==> src/design/dtipd_pkg.sv <==
// Purpose: constants and types for the dual target irq priority decoder
// Assumes: one clock mclk at 40 MHz, synchronous active high reset
// Notes: channel n sits at vector offset 2*n from the vector base
package dtipd_pkg;
  localparam int unsigned N_CH        = 128;
  localparam int unsigned CH_W        = 7;
  localparam int unsigned LVL_W       = 3;
  localparam logic [LVL_W-1:0] LVL_ZERO  = 3'h0;
  localparam logic [LVL_W-1:0] LVL_RESET = 3'h1;
  localparam logic [LVL_W-1:0] LVL_MAX   = 3'h7;
  localparam logic [7:0]  CFG_RESET      = 8'h01;
  localparam logic [7:0]  CFG_SPURIOUS   = 8'h07;
  localparam int unsigned CFG_ROUTE_BIT  = 7;
  // vector offsets
  localparam logic [15:0] OFS_SPURIOUS   = 16'h0010;
  localparam logic [15:0] OFS_SYS        = 16'h0012;
  localparam logic [15:0] OFS_CPU_VIOL   = 16'h0014;
  localparam logic [15:0] OFS_COP_VIOL   = 16'h0016;
  localparam logic [15:0] OFS_NMI_EXT    = 16'h00f4;
  localparam logic [15:0] OFS_SWI        = 16'h00f6;
  localparam logic [15:0] OFS_TRAP       = 16'h00f8;
  localparam logic [15:0] OFS_MASK_TOP   = 16'h00f2;
  localparam logic [CH_W-1:0] CH_SPURIOUS = 7'h08;
  localparam logic [CH_W-1:0] CH_FIRST    = 7'h0d;
  localparam logic [CH_W-1:0] CH_LAST     = 7'h79;
  localparam logic [15:0] VEC_RST_PIN    = 16'hfffe;
  localparam logic [15:0] VEC_RST_CLK    = 16'hfffc;
  localparam logic [15:0] VEC_RST_WDOG   = 16'hfffa;
  localparam logic [15:0] VEC_BASE_RESET = 16'hff00;

  typedef enum logic [1:0] {
    DTIPD_RST_PIN, DTIPD_RST_CLK, DTIPD_RST_WDOG, DTIPD_RST_NONE
  } dtipd_rst_t;
endpackage

==> src/design/dtipd_cfg_ram.sv <==
// Purpose: per channel route and level configuration store
// Assumes: one write or read per clock, index is channel number
// Notes: unused channels drop writes and read zero, except the spurious entry, which reads CFG_SPURIOUS
`timescale 1ns/1ps
`default_nettype none
module dtipd_cfg_ram
  import dtipd_pkg::*;
(
  // clock and reset
  input  wire logic                  mclk,
  input  wire logic                  reset,
  // access
  input  wire logic                  cfg_wr,
  input  wire logic [CH_W-1:0]       cfg_idx,
  input  wire logic [7:0]            cfg_wdata,
  output var  logic [7:0]            cfg_rdata,
  // flat view
  output wire logic [N_CH-1:0]       route,
  output wire logic [N_CH*LVL_W-1:0] lvl
);
  // unpacked so each entry has its own writer process
  logic [7:0] mem [N_CH];

  function automatic logic ch_used(input logic [CH_W-1:0] c);
    return (c >= CH_FIRST && c <= CH_LAST);
  endfunction

  genvar g;
  generate
    for (g = 0; g < N_CH; g++) begin : g_ch
      always_ff @(posedge mclk) begin
        if (reset) begin
          mem[g] <= ch_used(CH_W'(g)) ? CFG_RESET : 8'h00;
        end else if (cfg_wr && cfg_idx == CH_W'(g) && ch_used(CH_W'(g))) begin
          mem[g] <= {cfg_wdata[CFG_ROUTE_BIT], 4'h0, cfg_wdata[LVL_W-1:0]};
        end
      end
      assign route[g] = mem[g][CFG_ROUTE_BIT];
      assign lvl[g*LVL_W +: LVL_W] = mem[g][LVL_W-1:0];
    end
  endgenerate

  // spurious entry is fixed and write-protected
  assign cfg_rdata = (cfg_idx == CH_SPURIOUS) ? CFG_SPURIOUS :
                     mem[cfg_idx];
endmodule
`default_nettype wire

==> src/design/dtipd_prio_enc.sv <==
// Purpose: one ranking tree, highest level then highest channel
// Assumes: levels of disallowed channels arrive as zero
// Notes: purely combinational, instanced once per target
`timescale 1ns/1ps
`default_nettype none
module dtipd_prio_enc
  import dtipd_pkg::*;
(
  // candidates
  input  wire logic [N_CH*LVL_W-1:0] lvl_flat,
  // winner
  output var  logic                  found,
  output var  logic [CH_W-1:0]       win_ch,
  output var  logic [LVL_W-1:0]      win_lvl
);
  always_comb begin
    logic [LVL_W-1:0] l;
    found   = 1'b0;
    win_ch  = '0;
    win_lvl = LVL_ZERO;
    l       = LVL_ZERO;
    // ascending scan with >= lets the higher channel win ties
    for (int i = 0; i < N_CH; i++) begin
      l = lvl_flat[i*LVL_W +: LVL_W];
      if (l != LVL_ZERO && l >= win_lvl) begin
        found   = 1'b1;
        win_ch  = CH_W'(i);
        win_lvl = l;
      end
    end
  end
endmodule
`default_nettype wire

==> src/design/dtipd_top.sv <==
// Purpose: ranks maskable channels for cpu and coprocessor targets
// Assumes: requests held by sources until service starts
// Notes: vector resolved in the cycle cpu_vec_req is seen
`timescale 1ns/1ps
`default_nettype none
module dtipd_top
  import dtipd_pkg::*;
(
  // clock and reset
  input  wire logic              mclk,
  input  wire logic              reset,
  // channel requests, local enables already applied by peripherals
  input  wire logic [N_CH-1:0]   chan_req,
  input  wire logic [N_CH-1:0]   coproc_chan_flag,
  input  wire logic              coproc_irq_enable,
  input  wire logic [LVL_W-1:0]  coproc_shared_priority,
  // configuration access
  input  wire logic [15:0]       vec_base,
  input  wire logic              cfg_wr,
  input  wire logic [CH_W-1:0]   cfg_idx,
  input  wire logic [7:0]        cfg_wdata,
  output logic      [7:0]        cfg_rdata,
  // cpu condition code state
  input  wire logic              irq_mask,
  input  wire logic [LVL_W-1:0]  current_processing_level,
  // nonmaskable sources
  input  wire logic              trap_request,
  input  wire logic              software_irq_instr,
  input  wire logic              debug_vector_request,
  input  wire logic              system_call_instr,
  input  wire logic              cpu_access_violation,
  input  wire logic              coproc_access_violation,
  input  wire logic              nonmaskable_ext_request,
  input  wire logic              nonmaskable_ext_mask,
  // reset request types
  input  wire logic              rst_req_pin,
  input  wire logic              rst_req_clkmon,
  input  wire logic              watchdog_reset,
  input  wire logic              reset_vec_req,
  // cpu vector handshake
  input  wire logic              cpu_vec_req,
  output logic                   cpu_irq,
  output logic                   cpu_vec_valid,
  output logic      [15:0]       cpu_vec,
  output logic                   cpu_lvl_load,
  output logic      [LVL_W-1:0]  cpu_new_level,
  output logic      [1:0]        reset_kind,
  // coprocessor request
  output logic                   coproc_req,
  output logic      [CH_W-1:0]   coproc_ch,
  output logic                   coproc_urgent
);
  typedef struct packed {
    logic              cpu_irq;
    logic              cpu_vec_valid;
    logic [15:0]       cpu_vec;
    logic              cpu_lvl_load;
    logic [LVL_W-1:0]  cpu_new_level;
    logic [1:0]        reset_kind;
    logic              coproc_req;
    logic [CH_W-1:0]   coproc_ch;
    logic              coproc_urgent;
    logic [7:0]        cfg_rdata;
  } dtipd_state_t;

  dtipd_state_t st;
  dtipd_state_t next_st;

  logic [N_CH-1:0]       route;
  logic [N_CH*LVL_W-1:0] lvl;
  logic [7:0]            ram_rdata;
  wire logic [N_CH*LVL_W-1:0] cpu_lvl;
  wire logic [N_CH*LVL_W-1:0] cop_lvl;
  logic                  cpu_found;
  logic [CH_W-1:0]       cpu_ch;
  logic [LVL_W-1:0]      cpu_win_lvl;
  logic                  cop_found;
  logic [CH_W-1:0]       cop_ch;
  logic [LVL_W-1:0]      cop_win_lvl;
  logic                  nm_pending;
  logic [15:0]           nm_ofs;

  dtipd_cfg_ram u_cfg (
    .mclk      (mclk),
    .reset     (reset),
    .cfg_wr    (cfg_wr),
    .cfg_idx   (cfg_idx),
    .cfg_wdata (cfg_wdata),
    .cfg_rdata (ram_rdata),
    .route     (route),
    .lvl       (lvl)
  );

  // candidate levels per target, zero where not eligible
  genvar g;
  generate
    for (g = 0; g < N_CH; g++) begin : g_cand
      logic [LVL_W-1:0] l;
      logic             cpu_ok;
      logic             cop_irq;
      assign l = lvl[g*LVL_W +: LVL_W];
      // coprocessor flag raises cpu irq at shared priority
      assign cop_irq = coproc_chan_flag[g] && coproc_irq_enable &&
                       route[g];
      assign cpu_ok = (chan_req[g] && !route[g] && l != LVL_ZERO &&
                       l > current_processing_level) ||
                      (cop_irq && coproc_shared_priority >
                       current_processing_level);
      assign cpu_lvl[g*LVL_W +: LVL_W] =
        !cpu_ok ? LVL_ZERO :
        (cop_irq && !(chan_req[g] && !route[g])) ?
        coproc_shared_priority : l;
      assign cop_lvl[g*LVL_W +: LVL_W] =
        (chan_req[g] && route[g]) ? l : LVL_ZERO;
    end
  endgenerate

  // two independent decoders
  dtipd_prio_enc u_cpu_enc (
    .lvl_flat (cpu_lvl),
    .found    (cpu_found),
    .win_ch   (cpu_ch),
    .win_lvl  (cpu_win_lvl)
  );

  dtipd_prio_enc u_cop_enc (
    .lvl_flat (cop_lvl),
    .found    (cop_found),
    .win_ch   (cop_ch),
    .win_lvl  (cop_win_lvl)
  );

  // fixed nonmaskable ranking, trap highest
  always_comb begin
    nm_pending = 1'b1;
    nm_ofs     = OFS_SPURIOUS;
    if (trap_request) begin
      nm_ofs = OFS_TRAP;
    end else if (software_irq_instr || debug_vector_request) begin
      nm_ofs = OFS_SWI;
    end else if (system_call_instr) begin
      nm_ofs = OFS_SYS;
    end else if (coproc_access_violation) begin
      nm_ofs = OFS_COP_VIOL;
    end else if (cpu_access_violation) begin
      nm_ofs = OFS_CPU_VIOL;
    end else if (nonmaskable_ext_request && !nonmaskable_ext_mask) begin
      nm_ofs = OFS_NMI_EXT;
    end else begin
      nm_pending = 1'b0;
    end
  end

  always_comb begin
    next_st               = st;
    next_st.cpu_vec_valid = 1'b0;
    next_st.cpu_lvl_load  = 1'b0;
    next_st.cfg_rdata     = ram_rdata;
    // irq line tracks qualification each cycle
    next_st.cpu_irq = nm_pending || (cpu_found && !irq_mask);
    if (reset_vec_req) begin
      // reset vectors are absolute and ranked pin, clock, watchdog
      next_st.cpu_vec_valid = 1'b1;
      if (rst_req_pin) begin
        next_st.cpu_vec    = VEC_RST_PIN;
        next_st.reset_kind = DTIPD_RST_PIN;
      end else if (rst_req_clkmon) begin
        next_st.cpu_vec    = VEC_RST_CLK;
        next_st.reset_kind = DTIPD_RST_CLK;
      end else if (watchdog_reset) begin
        next_st.cpu_vec    = VEC_RST_WDOG;
        next_st.reset_kind = DTIPD_RST_WDOG;
      end else begin
        next_st.cpu_vec    = VEC_RST_PIN;
        next_st.reset_kind = DTIPD_RST_PIN;
      end
    end else if (cpu_vec_req) begin
      // sampled now, so a later stronger request waits for the next fetch
      next_st.cpu_vec_valid = 1'b1;
      if (nm_pending) begin
        next_st.cpu_vec = vec_base + nm_ofs;
      end else if (cpu_found && !irq_mask) begin
        next_st.cpu_vec       = vec_base + {8'h00, cpu_ch, 1'b0};
        next_st.cpu_lvl_load  = 1'b1;
        next_st.cpu_new_level = cpu_win_lvl;
      end else begin
        next_st.cpu_vec = vec_base + OFS_SPURIOUS;
      end
    end
    // coprocessor side ignores its thread level
    next_st.coproc_req    = cop_found;
    next_st.coproc_ch     = cop_ch;
    next_st.coproc_urgent = cop_found && cop_win_lvl[LVL_W-1];
  end

  always_ff @(posedge mclk) begin
    if (reset) begin
      st            <= '0;
      st.cpu_vec    <= VEC_RST_PIN;
      st.reset_kind <= DTIPD_RST_NONE;
    end else begin
      st <= next_st;
    end
  end

  assign cpu_irq       = st.cpu_irq;
  assign cpu_vec_valid = st.cpu_vec_valid;
  assign cpu_vec       = st.cpu_vec;
  assign cpu_lvl_load  = st.cpu_lvl_load;
  assign cpu_new_level = st.cpu_new_level;
  assign reset_kind    = st.reset_kind;
  assign coproc_req    = st.coproc_req;
  assign coproc_ch     = st.coproc_ch;
  assign coproc_urgent = st.coproc_urgent;
  assign cfg_rdata     = st.cfg_rdata;
endmodule
`default_nettype wire

==> config.mk <==
export PLATFORM = sky130hd
export DESIGN_NAME = dtipd_top
export DESIGN_NICKNAME = d
export VERILOG_FILES = /design/src/design/dtipd_pkg.sv /design/src/design/dtipd_cfg_ram.sv /design/src/design/dtipd_prio_enc.sv /design/src/design/dtipd_top.sv
export SDC_FILE = /design/constraint.sdc
export NUM_CORES = 2
export LEC_CHECK = 0
export BUFFER_PORTS_ARGS = -buffer_cell sky130_fd_sc_hd__buf_2
export CAP_MARGIN = 20
export CORE_ASPECT_RATIO = 1.5
export CORE_MARGIN = 4
export CORE_UTILIZATION = 26
export DETAILED_ROUTE_END_ITERATION = 6
export REMOVE_ABC_BUFFERS = 1
export SKIP_LAST_GASP = 1
export SLEW_MARGIN = 10
export SYNTH_ARGS = -nofsm -noshare
export SYNTH_HDL_FRONTEND = slang
export SYNTH_SLANG_ARGS = --single-unit
==> constraint.sdc <==
create_clock -name mclk -period 259.7 [get_ports mclk]
set_input_delay 25.97 -clock mclk [delete_from_list [all_inputs] [get_ports mclk]]
set_output_delay 25.97 -clock mclk [all_outputs]
set_load 0.02 [all_outputs]
# --- After elaboration in Yosys (flattened, before gate mapping) ---
# Memories as Yosys holds them, arrays and structs flattened.
# Cells that the tools add are included.
word_totals:
  output_inout_bits: 41
  n_memories: 1
  elab_cells: 4403
  mem_bits_rw: 512
  reg_bits: 41
  input_bits: 311
mem_list:
  columns: ["name", "words", "word_bits", "rd", "rd_ports_with_merged_regs", "wr", "line_no", "text"]
  rows:
  - ["u_cfg.mem", 128, 4, 129, 0, 128, "dtipd_cfg_ram.sv:22", "logic [7:0] mem [N_CH];"]
op_classes:
  n_reduce_logical: 2168
  order_cmp: 385
  bitwise: 112
  eq_ne: 110
  n_addsub: 3
  mux: 1613
ops:
  columns: ["operator", "count"]
  rows:
  - ["$mux 3", 650]
  - ["$logic_and 1x1->1", 1392]
  - ["$reduce_bool 3->1", 384]
  - ["$mux 7", 128]
  - ["$ge 3x3->1", 254]
  - ["$mux 1", 593]
  - ["$mux 4", 127]
  - ["$eq 7x7->1 const B", 58]
  - ["$gt 3x3->1", 129]
  - ["$mux 6", 64]
  - ["$logic_not 1->1", 258]
  - ["$eq 7x6->1 const B", 32]
  - ["$mux 5", 32]
  - ["$logic_or 1x1->1", 130]
  - ["$eq 7x5->1 const B", 16]
  - ["$or 1x1->1", 109]
  - ["$mux 16", 4]
  - ["$mux 8", 6]
  - ["$eq 7x4->1 const B", 4]
  - ["$mux 21", 1]
  - ["$mux 17", 1]
  - ["$add 16x16->16", 1]
  - ["$add 16x5->16 const B", 1]
  - ["$add 16x8->16", 1]
  - ["other kinds (7)", 16]

# --- Logic depth before layout (Yosys ltp) ---
# An unclocked memory read counts as a cell.
logic_depth:
  depth_word: 396
  depth_mapped: 898
  ltp_nobuf: 876

# --- Modules after synthesis ---
# Synthesis repeated with hierarchy kept, for this count alone.
unflattened:
  hier_cells: 11614
  hier_area_um2: 85453.2
modules_own_cells:
  columns: ["mod", "instances", "cells_each", "area_per_inst_um2", "seq_area_each_um2"]
  rows:
  - ["dtipd_cfg_ram", 1, 1582, 21807.2, 13092.6]
  - ["dtipd_top", 1, 3152, 21773.4, 820.8]
  - ["dtipd_prio_enc (u_cpu_enc)", 1, 3498, 21333.0, 0.0]
  - ["dtipd_prio_enc (u_cop_enc)", 1, 3382, 20539.7, 0.0]

# --- Worst setup path after synthesis ---
# No wires, ideal clock.
synth_path:
  path_kind: "input port to flip-flop"
  start: "input current_processing_level[1]"
  end: "register cpu_vec[14] (netlist name)"
  path_stages: 851
  arrival_ns: 174.203
  path_buffers: 17
  setup_time_ns: 0.129
  t_required_ns: 259.571
  slack_ns: 85.367
  path_cell_list: "inv_1 > ha_1 > and2b_4 > o21a_1 > o21ai_2 > buf_6 > buf_4 > buf_4 > buf_4 > buf_2 > nor2_1 > a21oi_1 > nor2_1 > ha_1 > nand2_1 > o21ai_0 > or4b_1 > clkbuf_1 > [... 815 more ...] > a211o_1 > nor2b_1 > nand2_1 > o41a_1 > nor2_1 > ha_1 > a21o_1 > a21o_1 > a21o_1 > a21o_1 > a21o_1 > a21oi_1 > mux2i_1 > o21ai_1 > nor3_2 > a21o_1 > a31oi_1 > nand2_1"
synth_via:
  elab_chain_len: 393
  elab_cells_between_ends: 1413
  cone_classes: "add/sub (1); order compare (257); mux (514); reduce/logical (641)"
synth_rtl:
  columns: ["element", "line_no", "text"]
  rows:
  - ["start: declaration", "dtipd_top.sv:25", "input wire logic [LVL_W-1:0] current_processing_level,"]
  - ["$gt 3x3->1 (on tied branches)", "dtipd_top.sv:106, dtipd_top.sv:107", null]
  - ["$logic_and 1x1->1 (on tied branches)", "dtipd_top.sv:105, dtipd_top.sv:107", null]
  - ["$logic_or 1x1->1", "dtipd_top.sv:106", "l > current_processing_level) ||"]
  - ["$mux 3", "dtipd_top.sv:110", "!cpu_ok ? LVL_ZERO :"]
  - ["$ge 3x1->1 / $reduce_bool 3->1 (equally long branches)", "dtipd_prio_enc.sv:25", "if (l != LVL_ZERO && l >= win_lvl) begin"]
  - ["$logic_and 1x1->1", "dtipd_prio_enc.sv:25", null]
  - ["$mux 3", "dtipd_prio_enc.sv:25", null]
  - ["$ge 3x3->1", "dtipd_prio_enc.sv:25", null]
  - ["[... 377 more ...]", null, null]
  - ["$ge 3x3->1", "dtipd_prio_enc.sv:25", null]
  - ["$logic_and 1x1->1", "dtipd_prio_enc.sv:25", null]
  - ["$mux 7 / $mux 1 (equally long branches)", "dtipd_prio_enc.sv:25", null]
  - ["$add 16x8->16 / $logic_and 1x1->1 (equally long branches)", "dtipd_top.sv:183, dtipd_top.sv:182", null]
  - ["$mux 16 *", "dtipd_top.sv:182", "end else if (cpu_found && !irq_mask) begin"]
  - ["$mux 16 *", "dtipd_top.sv:180", "if (nm_pending) begin"]
  - ["$mux 21 *", "dtipd_top.sv:177", "end else if (cpu_vec_req) begin"]
  - ["$mux 17 *", "dtipd_top.sv:161", "if (reset_vec_req) begin"]
# Mark *: on every way between the ends. The rest lies on a longest branch, timed or not. The select of a mux whose other input is x is not followed.
# A chain may end at the register's enable or synchronous reset.

==> run summary <==
## Run status
- **status** finished with violations
- **failing checks** design-rule violations

## Synth
- **largest family of logic cells by synthesized area** simple AND/OR/NAND/NOR gates
- **register area share after synthesis** 18.4%
- **Post-Syn Area per Cell** 7.96 sq um
- **Cells after Synth** 9453
- **most common cell in the netlist** ha_1
- **area fraction in and, or, nand and nor cells after synthesis** 28.8%
- **distinct cell type count after synthesis** 134
- **Post-synth EDFFs** 436
- **post-synthesis xor/xnor area fraction** 0.175%
- **top area cells in the synthesized netlist** edfxtp_1, ha_1, and3_1
- **most used flip-flop cell after synthesis** edfxtp_1
- **Synth Warn #** 0
- **async set or reset register ratio after synthesis** 0%
- **leading post-synthesis cells by instance count** ha_1, nor2_1, nand2_1, a21oi_1, and3_1
- **dominant cell type by area after synthesis** edfxtp_1
- **mux contribution to synthesized area** 8.47%
- **compound-cell area share of the yosys netlist** 23.3%
- **cell area after technology mapping** 75300 sq um
- **top-area cell type share of the netlist area** 17.4%
- **fraction of the mapped netlist area in adder cells** 16.6%
- **flops & latches, synth** 473

## Hold path
- **hold crit path type** flop to flop

## Place
- **post-detail-place hpwl** 300000 um
- **Buffers on Ports** 305
- **area post-placement** 81300 sq um
- **routability cong.** 1.06

## Cells and area
- **FF/Latch Area** 13800 sq um
- **multi-input gate area in the final layout** 58400 sq um
- **number of nets at the end of the flow** 10.9k
- **proportion of layout cells with a drive suffix above 1** 11.5%
- **post-route cell area** 83700 sq um
- **Area Overhead vs Synth** 11.2%
- **fill cell total of the finished layout** 31.3k

## STA
- **post-route minimum period** 218250 ps
- **Slew @ Worst Pin** 1260 ps
- **worst setup skew after layout** 51.0 ps
- **period utilisation layout** 84.0%
- **Setup TNS Final** 0 ps
- **max-slew violations** 0
- **total count of hold-check failures in the final report** 0
- **setup repair after global routing missed its margin** false
- **number of failing setup endpoints in the final timing report** 0
- **timing-limited maximum frequency** 0.00458 GHz
- **worst slew margin relative to its limit** 15.2%

## CTS
- **buffer cell driving the clock tree root** clkbuf_16
- **buffers inserted by post-CTS timing repair** 0
- **Clock Pin Slew Worst Setup and Hold Paths** 60 ps
- **TritonCTS clock tree** built
- **number of clock sinks** 473
- **cells resized by post-CTS repair** 0
- **TritonCTS buffer count** 59
- **number of hold-repair buffers added at the cts stage** 0
- **clock buffer depth** 3
- **Worst-Skew Late Latency** 780 ps
- **total number of H-tree levels** 2

## Floorplanning
- **initial cell density of the core** 26.2%
- **total number of placement rows** 241
- **die boundary width** 447 um
- **overall die area** 298000 sq um
- **area of the placeable core** 288000 sq um
- **Die Height** 667 um
- **number of top-level design ports** 352

## Routing
- **Vias per Instance** 5.92
- **number of optimization iterations in the first detailed-route pass** 7
- **number of vias in the routed layout** 80.0k
- **wire per inst** 28.1 um
- **total length of routed met2 wires** 175000 um
- **DRC violations left** 14
- **Max Used Layer** met5
- **Iteration-0 DRC Markers** 7706
- **DRT Wirelength** 380000 um
- **total length of routed met3 wires** 32900 um
- **metal1 wirelength** 123000 um
- **residual antenna-violating net count after detailed routing** 0

## Worst setup path
- **cell with the largest stage delay on the worst path** a311oi_2
- **nature of the critical path startpoint** primary input
- **most used cell, CP** a21o_1
- **largest fanout on the critical path** 12
- **stage delay of the slowest cell on the critical path** 970 ps
- **required time at the endpoint of the critical path** 260320 ps
- **type of destination of the critical path** flop
- **worst setup path class** primary input to flop
- **data arrival time at the worst-slack endpoint** 218870 ps

## GRT
- **via count of the first global-routing pass** 76.3k
- **global-route usage over all layers** 24.5%
- **pin count of the biggest net entering global routing** 97
- **initial antenna violation count** 119
- **residual overflow from global routing** 0
- **first-pass GRT wire length** 533000 um

## Run
- **# Max-Cap Violations** 0

==> layer usage <==
metal / vias to the layer above / GRT usage (%)
li1: 36151 / -
met1: 37944 / 23.7
met2: 4113 / 40.6
met3: 1683 / 6.83
met4: 64 / 26.2
met5: - / 0
==> flip-flops by register name, summed over array words and instances, names as in the netlist <==
name and cells:
cpu_lvl_load 1, cpu_vec 16, cpu_new_level 3, cpu_vec_valid 1, coproc_ch 7, u_cfg.mem 436, coproc_urgent 1, reset_kind 2
cpu_irq 1, coproc_req 1, cfg_rdata 4
==> worst max-delay path: cells and delay by family <==
family,cells,cell delay (ps)
adder cells (fa/ha/maj),125,34770
AND/OR/NAND/NOR,355,86210
multiplexers,18,6880
buffers and inverters,43,6080
AO/OA/AOI/OAI,389,88260
==> kinds of logic (layout without fill, tap and decap cells) <==
family,count (synthesis),after routing
compound gates,2560,2560
simple gates,4136,4136
flops,473,473
xor+xnor,15,15
buf+inv,805,1021
fa+ha+maj,996,996
other cells,1,82
mux,467,467
==> area by class of cell <==
cell class | count | share of cell area (%)
inverters | 450 | 2.03
well taps | 3766 | 5.63
clock buffers | 66 | 1.82
clock inverters | 46 | 0.617
diodes | 78 | 0.233
repair buffers | 459 | 3.36
flip-flops and latches | 473 | 16.5
multi-input cells | 8178 | 69.8
==> layout by cell type (no fill, tap or decap), drive strengths merged, types with 384 or more instances in the layout <==
master  netlist  routed
a21o        384     384
a21oi       633     633
and3        615     615
buf         107     453
edfxtp      436     436
ha          994     994
inv         450     458
nand2       693     693
nand3       387     387
nor2        939     939
o21ai       459     459
==> through the flow <==
step	instances	util [%]	hold slack [ps]	worst slack [ps]
3_3_place_gp	13310	28.3	448	45430
6_report	13516	29.1	468	41450
3_5_place_dp	13312	28.3	457	45540
2_1_floorplan	9101	-	556	85660
4_1_cts	13424	29.0	472	45510
5_1_grt	13468	29.1	506	32050
==> worst paths after layout <==
path / end / slack [ps] / cells after the start / from
hold / removal: cpu_vec[12]$_SDFFE_PP1P_ / 470 / 2 / cpu_vec[12]$_SDFFE_PP1P_
hold reg to reg: cpu_vec[12]$_SDFFE_PP1P_ / 470 / 2 / cpu_vec[12]$_SDFFE_PP1P_
setup reg to reg: coproc_ch[0]$_SDFF_PP0_ / 66130 / 802 / u_cfg.mem[14][3]$_SDFFCE_PN0P_
setup / recovery: coproc_ch[0]$_SDFF_PP0_ / 41450 / 930 / chan_req[14]
Power is left out: the tool's default activity adds up to more than one toggle a clock period on the data nets, which glitch-free logic cannot reach.
